--- src/ftm_pkg.sv ---
// Constants shared by the fan tachometer monitor modules.
// Assumes a 125 MHz system clock with synchronous active-low reset.
// What this block does
// - Fan period is measured by counting 22.5 kHz ticks in an 8-bit counter.
// - Monitoring runs while the start bit is one and the output-clear bit is zero.
// - Counting starts on a tach rising edge and stops on the second following one.
// - Fans are measured in turn; each ends after two cycles or full scale.
// - Finished counts go to per-fan value outputs, refreshed while monitoring runs.
// - Prescaler divides ticks by 1, 2, 4 or 8; divide by 2 after reset.
// - Count equals 22500*60 over RPM times divisor, two pulses per revolution.
// - The counter saturates at 255 instead of wrapping.
// - Divisor codes sit in bits 4 to 7 of the register shared with VID inputs.
// - Fans have only an underspeed limit; status sets when count exceeds it.
// - Analog monitoring starts with fan monitoring, otherwise unsynchronised.
// - Intrusion pin is active high; a high level at power-up raises status.
// - Intrusion status stays set while the external latch stays set.
// - Writing bit 7 of intrusion clear drives the pin low 20 ms, then self-clears.
// - Each new value is compared; the result sets or clears its status bit.
// - A mask bit of one keeps its status bit off the interrupt; the status output still shows it.
// - Unmasked status bits are ORed onto the active-low interrupt output.
// - Interrupt active only while enable bit 1 is one and clear bit 3 zero.
// - Reading status returns it then clears it until the next update, except the intrusion bit while the pin is still high.
package ftm_pkg;
    localparam int unsigned CLK_HZ        = 125_000_000;
    localparam int unsigned OSC_HZ        = 22_500;
    localparam int unsigned OSC_DIV_CYC   = CLK_HZ / OSC_HZ;
    localparam int unsigned ICL_PULSE_MS  = 20;
    localparam int unsigned ICL_PULSE_CYC = (CLK_HZ / 1000) * ICL_PULSE_MS;
    localparam int          CFG_START_BIT = 0;
    localparam int          CFG_INTEN_BIT = 1;
    localparam int          CFG_ICLR_BIT  = 3;
    localparam int          CICLR_BIT     = 7;
    localparam int          DIV_A_LSB     = 4;
    localparam int          DIV_B_LSB     = 6;
    localparam logic [3:0]  DIV_RST       = 4'h5;
    localparam logic [7:0]  CNT_FULL      = 8'hFF;
    localparam logic [7:0]  CNT_LAST      = 8'hFE;
    localparam int          ST_FAN_A      = 0;
    localparam int          ST_FAN_B      = 1;
    localparam int          ST_INTR       = 2;
    localparam int          NUM_STAT      = 3;
endpackage

--- src/ftm_meas_if.sv ---
// Carrier between the sequencer and the period measurement engine.
// Assumes both ends share one clock.
`timescale 1ns/100ps
interface ftm_meas_if;
    logic       go;
    logic       tick;
    logic       tach;
    logic [1:0] div;
    logic       done;
    logic [7:0] count;
    modport ctrl (output go, tick, tach, div, input done, count);
    modport meas (input go, tick, tach, div, output done, count);
endinterface

--- src/ftm_tach_meas.sv ---
// One tachometer period measurement with prescaler and saturation.
// Assumes tach is synchronous and go is a one-cycle pulse.
`timescale 1ns/100ps
module ftm_tach_meas (
    input  wire logic i_ref_clk,
    input  wire logic i_rst_n,
    input  wire logic i_ce,
    ftm_meas_if.meas  m
);
    typedef enum logic [2:0] {
        ME_IDLE = 3'b001,
        ME_WAIT = 3'b010,
        ME_CNT  = 3'b100
    } ftm_me_t;

    ftm_me_t    st_ff;
    logic [7:0] cnt_ff;
    logic [7:0] res_ff;
    logic [2:0] pre_ff;
    logic       edge_ff;
    logic       done_ff;
    logic       tach_q_ff;

    function automatic logic [2:0] div_top(input logic [1:0] code);
        div_top = 3'((4'h1 << code) - 4'h1);
    endfunction

    wire rise    = m.tach & ~tach_q_ff;
    wire pre_hit = m.tick && (pre_ff == div_top(m.div));
    wire sat_hit = pre_hit && (cnt_ff == ftm_pkg::CNT_LAST);

    assign m.done  = done_ff;
    assign m.count = res_ff;

    always_ff @(posedge i_ref_clk) begin
        if (!i_rst_n) begin
            st_ff     <= ME_IDLE;
            cnt_ff    <= 8'h00;
            res_ff    <= 8'h00;
            pre_ff    <= 3'h0;
            edge_ff   <= 1'b0;
            done_ff   <= 1'b0;
            tach_q_ff <= 1'b0;
        end else if (i_ce) begin
            done_ff   <= 1'b0;
            tach_q_ff <= m.tach;
            if (m.go) begin
                // Primed high: the new pin must be seen low first, so a mux switch is no edge
                st_ff     <= ME_WAIT;
                cnt_ff    <= 8'h00;
                pre_ff    <= 3'h0;
                edge_ff   <= 1'b0;
                tach_q_ff <= 1'b1;
            end else if (st_ff != ME_IDLE && rise && st_ff == ME_WAIT) begin
                st_ff  <= ME_CNT;
                cnt_ff <= 8'h00;
                pre_ff <= 3'h0;
            end else if (st_ff == ME_CNT && rise && edge_ff) begin
                st_ff   <= ME_IDLE;
                done_ff <= 1'b1;
                res_ff  <= cnt_ff;
            end else if (st_ff != ME_IDLE) begin
                if (rise) begin
                    edge_ff <= 1'b1;
                end
                if (sat_hit) begin
                    st_ff   <= ME_IDLE;
                    done_ff <= 1'b1;
                    res_ff  <= ftm_pkg::CNT_FULL;
                end else if (pre_hit) begin
                    cnt_ff <= 8'(cnt_ff + 8'h01);
                    pre_ff <= 3'h0;
                end else if (m.tick) begin
                    pre_ff <= 3'(pre_ff + 3'h1);
                end
            end
        end
    end
endmodule

--- src/ftm_top.sv ---
// Fan tachometer monitor top: sequencer, limits, status, intrusion pin.
// Assumes all inputs are synchronous to i_ref_clk; register strobes are one-cycle.
`timescale 1ns/100ps
module ftm_top #(
    parameter int unsigned OSC_DIV_CYC   = ftm_pkg::OSC_DIV_CYC,
    parameter int unsigned ICL_PULSE_CYC = ftm_pkg::ICL_PULSE_CYC
) (
    input  wire logic       i_ref_clk,
    input  wire logic       i_rst_n,
    input  wire logic       i_ce,
    input  wire logic [7:0] i_cfg,
    input  wire logic       i_tach_input_a,
    input  wire logic       i_tach_input_b,
    input  wire logic [3:0] i_vid,
    input  wire logic       i_div_wr,
    input  wire logic [7:0] i_div_wdata,
    input  wire logic [7:0] i_lim_a,
    input  wire logic [7:0] i_lim_b,
    input  wire logic [2:0] i_mask,
    input  wire logic       i_stat_rd,
    input  wire logic       i_ciclr_wr,
    input  wire logic [7:0] i_ciclr_wdata,
    input  wire logic       i_intrusion_pin_in,
    output logic            o_intrusion_pin_out,
    output logic            o_intrusion_pin_oe,
    output logic [7:0]      o_fan_a_val,
    output logic [7:0]      o_fan_b_val,
    output logic [2:0]      o_status,
    output logic [7:0]      o_vid_div_rd,
    output logic [7:0]      o_ciclr_rd,
    output logic            o_analog_start,
    output logic            o_int_n
);
    typedef enum logic [2:0] {
        SQ_IDLE = 3'b001,
        SQ_A    = 3'b010,
        SQ_B    = 3'b100
    } ftm_sq_t;

    ftm_sq_t     sq_ff;
    logic [12:0] osc_ff;
    logic [3:0]  div_ff;
    logic [7:0]  val_a_ff;
    logic [7:0]  val_b_ff;
    logic [2:0]  stat_ff;
    logic        run_q_ff;
    logic        ast_ff;
    logic        ciclr_ff;
    logic [21:0] icl_cnt_ff;

    ftm_meas_if mif ();

    // Monitoring runs only with start set and output-clear low
    wire run      = i_cfg[ftm_pkg::CFG_START_BIT] & ~i_cfg[ftm_pkg::CFG_ICLR_BIT];
    wire int_on   = i_cfg[ftm_pkg::CFG_INTEN_BIT] & ~i_cfg[ftm_pkg::CFG_ICLR_BIT];
    wire osc_tick = (osc_ff == 13'(OSC_DIV_CYC - 1));
    wire upd_a    = i_ce && sq_ff == SQ_A && mif.done && run;
    wire upd_b    = i_ce && sq_ff == SQ_B && mif.done && run;
    wire go       = i_ce && run && ((sq_ff == SQ_IDLE) || mif.done);
    wire icl_end  = ciclr_ff && (icl_cnt_ff == 22'(ICL_PULSE_CYC - 1));
    wire icl_set  = i_ciclr_wr && i_ciclr_wdata[ftm_pkg::CICLR_BIT];
    wire over_a   = val_gt(mif.count, i_lim_a);
    wire over_b   = val_gt(mif.count, i_lim_b);
    wire [2:0] unmasked = stat_ff & ~i_mask;

    function automatic logic val_gt(input logic [7:0] v, input logic [7:0] lim);
        val_gt = v > lim;
    endfunction

    assign mif.go   = go;
    assign mif.tick = osc_tick;
    assign mif.tach = (sq_ff == SQ_B) ? i_tach_input_b : i_tach_input_a;
    assign mif.div  = (sq_ff == SQ_B) ? div_ff[3:2] : div_ff[1:0];

    ftm_tach_meas u_meas (
        .i_ref_clk (i_ref_clk),
        .i_rst_n   (i_rst_n),
        .i_ce      (i_ce),
        .m         (mif)
    );

    assign o_fan_a_val         = val_a_ff;
    assign o_fan_b_val         = val_b_ff;
    assign o_status            = stat_ff;
    assign o_vid_div_rd        = {div_ff, i_vid};
    assign o_ciclr_rd          = {ciclr_ff, 7'h00};
    assign o_analog_start      = ast_ff;
    assign o_intrusion_pin_out = 1'b0;
    assign o_intrusion_pin_oe  = ciclr_ff;
    assign o_int_n             = ~(int_on & (|unmasked));

    always_ff @(posedge i_ref_clk) begin
        if (!i_rst_n) begin
            osc_ff <= 13'h0000;
        end else if (i_ce) begin
            osc_ff <= osc_tick ? 13'h0000 : 13'(osc_ff + 13'h0001);
        end
    end

    always_ff @(posedge i_ref_clk) begin
        if (!i_rst_n) begin
            sq_ff    <= SQ_IDLE;
            run_q_ff <= 1'b0;
            ast_ff   <= 1'b0;
        end else if (i_ce) begin
            run_q_ff <= run;
            ast_ff   <= run & ~run_q_ff;
            if (!run) begin
                sq_ff <= SQ_IDLE;
            end else if (sq_ff == SQ_IDLE || (sq_ff == SQ_B && mif.done)) begin
                sq_ff <= SQ_A;
            end else if (sq_ff == SQ_A && mif.done) begin
                sq_ff <= SQ_B;
            end
        end
    end

    always_ff @(posedge i_ref_clk) begin
        if (!i_rst_n) begin
            div_ff   <= ftm_pkg::DIV_RST;
            val_a_ff <= 8'h00;
            val_b_ff <= 8'h00;
        end else if (i_ce) begin
            if (i_div_wr) begin
                div_ff <= i_div_wdata[7:4];
            end
            if (upd_a) begin
                val_a_ff <= mif.count;
            end
            if (upd_b) begin
                val_b_ff <= mif.count;
            end
        end
    end

    // A fresh update wins over a read clear in the same cycle
    always_ff @(posedge i_ref_clk) begin
        if (!i_rst_n) begin
            stat_ff <= 3'h0;
        end else if (i_ce) begin
            if (upd_a) begin
                stat_ff[ftm_pkg::ST_FAN_A] <= over_a;
            end else if (i_stat_rd) begin
                stat_ff[ftm_pkg::ST_FAN_A] <= 1'b0;
            end
            if (upd_b) begin
                stat_ff[ftm_pkg::ST_FAN_B] <= over_b;
            end else if (i_stat_rd) begin
                stat_ff[ftm_pkg::ST_FAN_B] <= 1'b0;
            end
            if (i_intrusion_pin_in) begin
                stat_ff[ftm_pkg::ST_INTR] <= 1'b1;
            end else if (i_stat_rd) begin
                stat_ff[ftm_pkg::ST_INTR] <= 1'b0;
            end
        end
    end

    // Long pulse keeps the pin low well past any latch reset time
    always_ff @(posedge i_ref_clk) begin
        if (!i_rst_n) begin
            ciclr_ff   <= 1'b0;
            icl_cnt_ff <= 22'h000000;
        end else if (i_ce) begin
            if (icl_set && !ciclr_ff) begin
                ciclr_ff   <= 1'b1;
                icl_cnt_ff <= 22'h000000;
            end else if (icl_end) begin
                ciclr_ff <= 1'b0;
            end else if (ciclr_ff) begin
                icl_cnt_ff <= 22'(icl_cnt_ff + 22'h000001);
            end
        end
    end
endmodule
--- config.mk ---
export PLATFORM = sky130hd
export DESIGN_NAME = ftm_top
export DESIGN_NICKNAME = d
export VERILOG_FILES = /design/src/ftm_pkg.sv /design/src/ftm_meas_if.sv /design/src/ftm_tach_meas.sv /design/src/ftm_top.sv
export SDC_FILE = /design/constraint.sdc
export NUM_CORES = 1
export LEC_CHECK = 0
export BUFFER_PORTS_ARGS = -buffer_cell sky130_fd_sc_hd__buf_2
export CORE_MARGIN = 5
export CORE_UTILIZATION = 30
export CTS_BUF_LIST = sky130_fd_sc_hd__clkbuf_16
export CTS_CLUSTER_DIAMETER = 60
export DETAILED_ROUTE_END_ITERATION = 8
export PLACE_DENSITY = 0.52
export SLEW_MARGIN = 20
export SYNTH_ARGS = -nofsm -noshare
export SYNTH_HDL_FRONTEND = slang
export SYNTH_HIERARCHICAL = 1
export SYNTH_SLANG_ARGS = --single-unit
--- constraint.sdc ---
create_clock -name i_ref_clk -period 3.7 [get_ports i_ref_clk]
set_clock_uncertainty 0.15 [all_clocks]
set_input_delay 0.37 -clock i_ref_clk [delete_from_list [all_inputs] [get_ports i_ref_clk]]
set_output_delay 0.37 -clock i_ref_clk [all_outputs]
set_load 0.1 [all_outputs]
==> results of run 1 <==
-- state kept, by name (all words and copies together) (netlist names), 3 cells and up --
register,cells
u_meas/m.count,8
o_fan_a_val,8
sq_ff,3
u_meas/cnt_ff,8
icl_cnt_ff,22
o_fan_b_val,8
osc_ff,13
u_meas/pre_ff,3
u_meas/st_ff,3
o_status,3
div_ff,4
-- cell families after synthesis --
kind of cell / synth area share, %
and+or+nand+nor: 26.6
AOI/OAI and AO/OA: 16.4
DFF: 36.5
buffers and inverters: 6.39
muxes: 5.82
adders and majority gates: 5.64
xor gates and xnor gates: 2.51
other: 0.0769
-- worst max-delay path by stage --
stage | from | endpoint | slack (ns) | cells past startpoint
after floorplan | div_ff[2] | u_meas/cnt_ff[6] | 0.93 | 7
after global placement | sq_ff[2] | u_meas/cnt_ff[7] | 0.68 | 9
after detailed placement | sq_ff[2] | u_meas/cnt_ff[6] | 0.64 | 9
after CTS | sq_ff[2] | u_meas/cnt_ff[6] | 0.60 | 9
after global routing | sq_ff[2] | u_meas/cnt_ff[7] | 0.39 | 9
final | sq_ff[2] | u_meas/cnt_ff[6] | 0.57 | 9
-- per-layer routing --
layer,vias to the layer above,wire length (um),track usage [%]
met3,19,567,2.89
met4,0,236,4.77
met2,87,5450,21.0
met5,-,0,0
li1,2088,-,-
met1,1920,5460,15.8
-- synth_stat cells (4+ instances only) --
cell	number
a21boi_0	9
a21oi_1	21
a31oi_1	4
and2_1	4
and3_1	4
buf_4	14
clkbuf_1	10
dfxtp_1	89
ha_1	22
inv_1	33
mux2i_1	25
nand2_1	47
nand2b_1	6
nand3_1	29
nand3b_1	5
nand4_1	22
nor2_1	37
nor2b_1	27
nor3_1	5
nor4_1	5
o211ai_1	5
o21a_1	6
o21ai_0	23
o221a_2	8
o31ai_1	8
or3_1	5
or4_1	4
xnor2_1	5
xor2_1	9
-- stage by stage --
stage / hold WS (ns) / worst slack, ns / cells
2_1_floorplan: 0.297 / 0.935 / 563
3_3_place_gp: 0.313 / 0.685 / 814
3_5_place_dp: 0.318 / 0.643 / 814
4_1_cts: 0.133 / 0.600 / 830
5_1_grt: 0.146 / 0.386 / 830
6_report: 0.137 / 0.572 / 830
-- report_power, final --
part | leakage [nW] | total, mW | internal [mW] | switching [mW]
Combinational | 1.46 | 0.198 | 0.0533 | 0.145
Clock | 0.152 | 0.964 | 0.585 | 0.379
Sequential | 0.719 | 0.980 | 0.969 | 0.0114
-- final cells by class --
class,count,share of cell area (%)
Multi-Input combinational cell,410,49.9
Sequential cell,89,31.6
Timing Repair Buffer,66,6.04
Tap cell,216,4.79
Clock buffer,9,4.00
Inverter,33,2.20
Clock inverter,7,1.51
-- worst register-to-register path, stage by stage (launching register included) --
cell and delay (ns):
dfxtp_1 0.44, nor3b_1 0.25, buf_4 0.19, mux2_2 0.35, nor2b_4 0.14, and4_1 0.25, nor2_1 0.27, a31oi_2 0.31
or4_1 0.54, a21oi_1 0.15
==> metrics.md, run 1 <==
| Metric | Value |
|---|---|
| Via count | just over 4000 |
| DR pass1 iterations | 4 |
| Least-Margin Pin Slew | 0.704 ns |
| Maximum vdd drop | 0.245 mV |
| Final design utilization | a little over a third |
| Clock H-tree levels | 3 |
| Yosys top cell area share | 36.5% |
| Drt total wl | 11700 um |
| Worst skew pair latency | between 0.3 and 0.4 ns |
| Global-route wire length before repair | 19200 um |
| Vias in the first global route | 3971 |
| Fmax | around 0.32 GHz |
| Area Growth Syn to Fin | 15.6% |
| Setup TNS | 0 ns |
| Area contributors post-synth | dfxtp_1, ha_1, mux2i_1 |
| Final Cell Area | 5640 sq um |
| Slowest library cell on the worst path | or4_1 |
| Worst R2R End | u_meas/cnt_ff[6] |
| Leak | 2.33 nW |
| Most frequent cells in the layout | dfxtp_1, buf_2, nand2_1, nor2_1, inv_1 |
| Clock root cell | clkbuf_16 |
| Post-DP HPWL | 8600 um |
| Die width | 138 um |
| Multi-input gate area | 2810 sq um |
| Initial DRC Count | 189 |
| Layout cells sized above 1 | 18.4% |
| Hold Path Origin | i_div_wdata[6] |
| Post-DP Area | 5330 sq um |
| Routed WL per cell | 14.1 um |
| Mapped Area | 4880 sq um |
| Nets@finish | slightly below 700 |
| Worst Path Buf+Inv | 1 |
| Hold violation count in the final report | 0 |
| Crit Path Max Fanout | 14 |
| Core area | 15900 sq um |
| Final period util | 84.5% |
| RD Place Congestion | about 0.77 |
| Hold EP | div_ff[2] |
| HP Class | in -> reg |
| Vias/cell | 4.96 |
| CP delay by family, top | simple AND/OR/NAND/NOR gates |
| CTS tree | done |
| Die area | 18900 sq um |
| Commonest non-fill, non-tap cell in the layout | dfxtp_1 |
| Grt ovf | 0 |
| CP Class | reg -> reg |
| FF-to-FF Start | sq_ff[2] |
| Final setup vio count | 0 |
| Max cap viols | 0 |
| Pin count of the biggest net entering global routing | 44 |
| R2R Setup Slk | 0.57 ns |
| Cell count after synthesis | 556 |
| Port Buffer Count | between 60 and 70 |
| Maximum buffer depth of the clock tree | 2 |
| Hold Crit Depth | 3 |
| Crit end category | register |
| Normalized max-slew margin | 52.8% |
| Sink Count | 89 |
| Die Ht | approximately 140 um |
| # fillers | around 1700 |
| Flops & latches, synth | between 80 and 90 |
| Clk slew on worst S/H paths | about 0.060 ns |
| GRT Util Overall | 12.6% |
| Yosys warns | 6 |
| Mapped Avg Cell Area | 8.77 sq um |
| Num CTS Buffers | 9 |
| N_diodes | 0 |
| Hold-fix buffers, CTS | 0 |
| # IOs | 95 |
| Placement Rows | 46 |
| Library cells used by synthesis | 76 |
| Slowest stage delay, CP | ~0.54 ns |
| Overall Power | roughly 2.1 mW |
| Register area share after synthesis | 36.5% |
| Starting Density | between 30 and 40% |
| CP cell instances | nor3b_1, buf_4, mux2_2, nor2b_4, and4_1, nor2_1, a31oi_2, or4_1, a21oi_1 |
| Fraction of registers with async set/reset | 0% |
| Post CTS Setup Buffer Count | 0 |
| Slew Viols, Final | 0 |
| Area leader, netlist | dfxtp_1 |
| Cts repair resizes | 0 |
| Worst reg2reg path depth | 9 |
| Number of antenna violations at the first check in global routing | 0 |
| Power Dens Cells | 380 nW/um^2 |
| RSZ-0062 raised after global routing | false |
| Post-route DRC | 0 |
| Required @ worst endpoint | 3.82 ns |
| Final ANT Viol Nets | 0 |
| Register area | 1780 sq um |
| Post-synth EDFFs | 0 |
| Crit path launch type | register |
| Status | complete, no violations |
| WP data arrival | 3.24 ns |
| Fin crit period | 3.13 ns |
| Synth Flop Type | dfxtp_1 |
(Power assumes the default switching activity.)
==> inputs of run 2 (changes only) <==
Clock period 3.7 ns to 2.92 ns, I/O delays scaled along.
==> metrics.md, run 2 (synthesis gave the netlist of run 1 again) <==
| Metric | Value |
|---|---|
| # IOs | 95 |
| Largest register FFs | 22 |
| Grt ovf | 0 |
| Dpl cells | between 800 and 900 |
| Setup slack after layout | 0.171 ns |
| Drt total wl | ~12000 um |
| Hold Path Origin | i_div_wdata[4] |
| Worst reg2reg path depth | 9 |
| Post-DP Area | around 5400 sq um |
| Via count | 4228 |
| Slowest stage delay, CP | 0.38 ns |
| Die area | 18900 sq um |
| N_diodes | 0 |
| # fillers | 1665 |
| Most frequent cells in the layout | dfxtp_1, buf_2, nand2_1, nor2_1, inv_1 |
| Maximum vdd drop | between 0.2 and 0.3 mV |
| Port Buffer Count | 62 |
| FF-to-FF Start | sq_ff[0] |
| Post-route DRC | 0 |
| Hold-fix buffers, CTS | 0 |
| Post CTS Setup Buffer Count | 0 |
| CP Class | reg -> reg |
| Worst skew pair latency | 0.34 ns |
| Layout cells sized above 1 | 19.6% |
| Slowest library cell on the worst path | a311o_1 |
| Slew Viols, Final | 0 |
| Die Ht | 138 um |
| Largest registers | icl_cnt_ff (22), osc_ff (13) |
| Crit end category | register |
| Top reg by flops | icl_cnt_ff |
| Hold Crit Depth | 3 |
| Leak | 2.32 nW |
| Setup TNS | 0 ns |
| Die width | 138 um |
| Max cap viols | 0 |
| Fin crit period | approximately 2.7 ns |
| Final setup vio count | 0 |
| Area Growth Syn to Fin | 15.7% |
| Clock root cell | clkbuf_16 |
| Final ANT Viol Nets | 0 |
| Global-route wire length before repair | 19500 um |
| Vias in the first global route | 4044 |
| Initial DRC Count | 349 |
| Multi-input gate area | 2830 sq um |
| Nets@finish | 692 |
| Clock H-tree levels | 3 |
| Final design utilization | 35.4% |
| Sink Count | 89 |
| Overall Power | 2.54 mW |
| Core area | 15900 sq um |
| Final Cell Area | 5640 sq um |
| Crit Path Max Fanout | 5 |
| DR pass1 iterations | 5 |
| Status | complete, no violations |
| Clk slew on worst S/H paths | 0.06 ns |
| CTS tree | done |
| Routed WL per cell | 14.2 um |
| Pin count of the biggest net entering global routing | 37 |
| Vias/cell | slightly above 5 |
| Required @ worst endpoint | between 3 and 4 ns |
| Post-DP HPWL | between 8000 and 9000 um |
| Number of antenna violations at the first check in global routing | 0 |
| Power Dens Cells | between 400 and 500 nW/um^2 |
| Least-Margin Pin Slew | 0.609 ns |
| HP Class | in -> reg |
| Starting Density | 30.6% |
| Pre-CTS setup slack | 0.0574 ns |
| RD Place Congestion | between 0.7 and 0.8 |
| Crit path launch type | register |
| Register area | between 1500 and 2000 sq um |
| Final Non-Filler Cells | 834 |
| RSZ-0062 raised after global routing | false |
| Hold violation count in the final report | 0 |
| CP cell instances | nor3b_2, buf_4, mux2_2, nor2b_4, and4_1, o21a_1, a311o_1, or3_1, a21oi_1 |
| Num CTS Buffers | 9 |
| WP data arrival | between 2 and 3 ns |
| Placement Rows | 46 |
| Worst R2R End | u_meas/pre_ff[2] |
| Maximum buffer depth of the clock tree | 2 |
| R2R Setup Slk | 0.17 ns |
| GRT Util Overall | 12.9% |
| Fmax | 0.364 GHz |
| Hold EP | div_ff[0] |
| Normalized max-slew margin | 59.0% |
| Commonest non-fill, non-tap cell in the layout | dfxtp_1 |
| Final period util | roughly 94% |
| Hold slack | 0.0424 ns |
-- run 2: critical path, delay by kind of cell (launching register included) --
family | cells | cell delay, ns
AND/OR/NAND/NOR | 4 | 0.95
AO/OA/AOI/OAI | 3 | 0.71
flip-flops | 1 | 0.36
multiplexers | 1 | 0.35
buffers and inverters | 1 | 0.17
-- run 2: final cells by class --
type / instances / share of cell area, %
clock buffers: 9 / 3.99
clock inverters: 6 / 0.643
inverters: 33 / 2.20
multi-input cells: 410 / 50.1
flip-flops and latches: 89 / 31.6
well taps: 216 / 4.79
repair buffers: 71 / 6.70
-- run 2: what timing repair did --
| action | CTS | global route |
|---|---|---|
| resized for setup | 0 | 3 |
| endpoints found under the hold margin | 0 | 0 |
| setup endpoints to repair | 0 | 3 |
-- run 2: worst max-delay path by stage --
stage | from | to | slack (ns)
6_report | sq_ff[0] | u_meas/pre_ff[2] | 0.17
4_1_cts | sq_ff[0] | u_meas/cnt_ff[6] | 0.02
3_5_place_dp | sq_ff[0] | u_meas/cnt_ff[6] | 0.06
3_3_place_gp | sq_ff[0] | u_meas/cnt_ff[7] | 0.10
2_1_floorplan | div_ff[2] | u_meas/cnt_ff[6] | 0.15
5_1_grt | sq_ff[0] | u_meas/cnt_ff[3] | 0.05
-- run 2: power by group --
group          switching [mW]  internal, mW
clock network           0.480         0.566
registers              0.0148          1.23
logic                   0.185        0.0685
total                   0.679          1.86
-- run 2: metal layers --
layer  up-vias  routed length [um]  GRT usage, %
met4         0                 182          4.82
met2       115                5520          21.6
met3        13                 666          2.81
met1      1985                5480          16.2
met5         -                   0             0
li1       2115                   -             -
==> inputs of run 3 (changes only) <==
Settings changed: ABC_AREA from default to 1, BUFFER_PORTS_ARGS -buffer_cell sky130_fd_sc_hd__buf_2 to -buffer_cell sky130_fd_sc_hd__buf_4, PLACE_DENSITY 0.52 to 0.51.
==> metrics.md, run 3 <==
| Metric | Value |
|---|---|
| Crit Path Max Fanout | 9 |
| Slew Viols, Final | 0 |
| Max cap viols | 0 |
| Top reg by flops | icl_cnt_ff |
| Die Ht | 144 um |
| Port Buffer Count | 62 |
| WP data arrival | 2.52 ns |
| Drt total wl | 13900 um |
| Post-route DRC | 0 |
| Vias in the first global route | 4526 |
| Cell with the most instances after synthesis | nand2_1 |
| Num CTS Buffers | 9 |
| Number of antenna violations at the first check in global routing | 0 |
| Post-synth EDFFs | 0 |
| CP Class | reg -> reg |
| Maximum buffer depth of the clock tree | 2 |
| # IOs | 95 |
| Post-synth top cells | nand2_1, nor2_1, inv_1 |
| Required @ worst endpoint | 3.02 ns |
| Grt ovf | 0 |
| Mapped Area | around 5400 sq um |
| Clock H-tree levels | 3 |
| Dpl cells | 1105 |
| Initial DRC Count | 308 |
| Final Non-Filler Cells | 1121 |
| Power Dens Cells | between 400 and 500 nW/um^2 |
| RD Place Congestion | about 0.79 |
| Nets@finish | 967 |
| Area contributors post-synth | dfxtp_1, nand2_1, nor2_1 |
| NetSw | 751 uW |
| Routed WL per cell | about 12 um |
| Fraction of registers with async set/reset | 0% |
| Flops & latches, synth | 89 |
| Normalized max-slew margin | a little under half |
| Yosys warns | 6 |
| Final period util | 82.9% |
| Leak | approximately 2.8 nW |
| Largest registers | icl_cnt_ff (22), osc_ff (13) |
| Commonest non-fill, non-tap cell in the layout | nand2_1 |
| Clk slew on worst S/H paths | 0.06 ns |
| Placement Rows | 49 |
| Final ANT Viol Nets | 0 |
| Area Growth Syn to Fin | 16.9% |
| Pin count of the biggest net entering global routing | 26 |
| Fin crit period | approximately 2.4 ns |
| CTS tree | done |
| HP Class | in -> reg |
| Cts repair resizes | 0 |
| Crit path launch type | register |
| Reg power frac | 47.8% |
| N_diodes | 0 |
| RSZ-0062 raised after global routing | false |
| Library cells used by synthesis | 41 |
| Vias/cell | 4.55 |
| Die area | ~21000 sq um |
| Yosys top cell area share | 32.9% |
| Post-DP HPWL | about 11000 um |
| Int Pwr | 1.90 mW |
| Sink Count | around 90 |
| Layout cells sized above 1 | 15.0% |
| Area leader, netlist | dfxtp_1 |
| DR pass1 iterations | 4 |
| Via count | 5097 |
| Most frequent cells in the layout | nand2_1, nor2_1, inv_1, dfxtp_1, buf_4 |
| Fmax | 0.413 GHz |
| Hold violation count in the final report | 0 |
| Crit end category | register |
| Starting Density | a little under a third |
| Power share of the clock group | 39.3% |
| Final design utilization | 35.5% |
| Global-route wire length before repair | 22600 um |
| Setup TNS | 0 ns |
| Die width | around 140 um |
| Hold-fix buffers, CTS | 2 |
| Clock root cell | clkbuf_16 |
| Sw Ratio | between 20% and 30% |
| Worst skew pair latency | between 0.3 and 0.4 ns |
| Synth Flop Type | dfxtp_1 |
| Final Cell Area | 6330 sq um |
| Comb pwr share | 12.9% |
| Least-Margin Pin Slew | 0.794 ns |
| Post CTS Setup Buffer Count | 0 |
| Cell count after synthesis | 829 |
| Post-DP Area | 6050 sq um |
| Maximum vdd drop | 0.287 mV |
| Largest register FFs | 22 |
| Register area share after synthesis | 32.9% |
| Mapped Avg Cell Area | 6.53 sq um |
| Status | complete, no violations |
| Final setup vio count | 0 |
| Core area | 17800 sq um |
| GRT Util Overall | ~14% |
-- run 3: changes by cell type after synthesis, sizes merged, moves of 10 or more --
| cell | previous run | this run |
|---|---|---|
| nand2 | 47 | 208 |
| nor2 | 38 | 143 |
| inv | 33 | 112 |
| nand3 | 30 | 73 |
| a21oi | 21 | 55 |
| nor2b | 28 | 0 |
| mux2i | 25 | 0 |
| nor3 | 6 | 18 |
| o21ai | 25 | 36 |
| a21boi | 10 | 0 |
-- run 3: layout make-up --
type,count,area [sq um]
clock inverter,5,26.3
multi-input combinational,606,3040
tap,229,287
clock buffer,9,225
inverter,112,425
timing repair buffer,71,538
fill,1967,11500
sequential,89,1780
-- run 3: metal layers --
metal	share of wire, %	GRT usage (%)	wire, um	vias to the layer above
met5	0	0	0	-
met4	1.6	4.81	226	0
met3	2.6	2.31	365	14
met2	46	21.9	6360	41
met1	50	18.4	6990	2294
li1	-	-	-	2748
-- run 3: cells by family after synthesis --
logic type      share of synthesized area [%]
xor+xnor                                 1.13
buf+inv                                  11.3
compound gates                           10.8
flops                                    32.9
simple gates                             38.7
other cells                            0.0693
fa+ha+maj                                5.09
-- run 3: power by group through the flow --
| stage | registers (mW) | clock network [mW] | logic, mW |
|---|---|---|---|
| 3_5_place_dp | 1.29 | 0 | 0.341 |
| 5_1_grt | 1.27 | 1.13 | 0.376 |
| 6_report | 1.27 | 1.04 | 0.340 |
| 2_1_floorplan | 1.33 | 0 | 0.241 |
| 4_1_cts | 1.27 | 1.08 | 0.344 |
| 3_3_place_gp | 1.29 | 0 | 0.341 |
-- run 3: metrics by stage --
stage               total power [mW]  hold WS, ns  worst slack (ns)
floorplan                       1.57        0.242             0.496
global placement                1.64        0.289             0.442
detailed placement              1.64        0.293             0.470
CTS                             2.69       0.0357             0.454
global route                    2.77       0.0623             0.185
finish                          2.65       0.0533             0.498
-- run 3: critical path, cell delays in order, from the launching register on --
cell and delay, ns:
dfxtp_1 0.33, inv_1 0.08, ha_1 0.15, nand2_1 0.05, nor3_1 0.19, nor4b_1 0.41, nand2_1 0.10, nor2_1 0.16
nand3_2 0.13, nand2_1 0.08, nand2_1 0.08, inv_4 0.13, nand2_8 0.10, nand2_2 0.07, inv_1 0.04, nand2_1 0.05
inv_1 0.03
-- run 3: path summary, 6_finish.rpt --
check / startpoint / end / slack, ns / cells after the start
min reg2reg: u_meas/m.count[0] / u_meas/m.count[0] / 0.30 / 2
max reg2reg: osc_ff[0] / u_meas/pre_ff[0] / 0.50 / 16
max: osc_ff[0] / u_meas/pre_ff[0] / 0.50 / 16
min: i_div_wdata[7] / div_ff[3] / 0.05 / 3
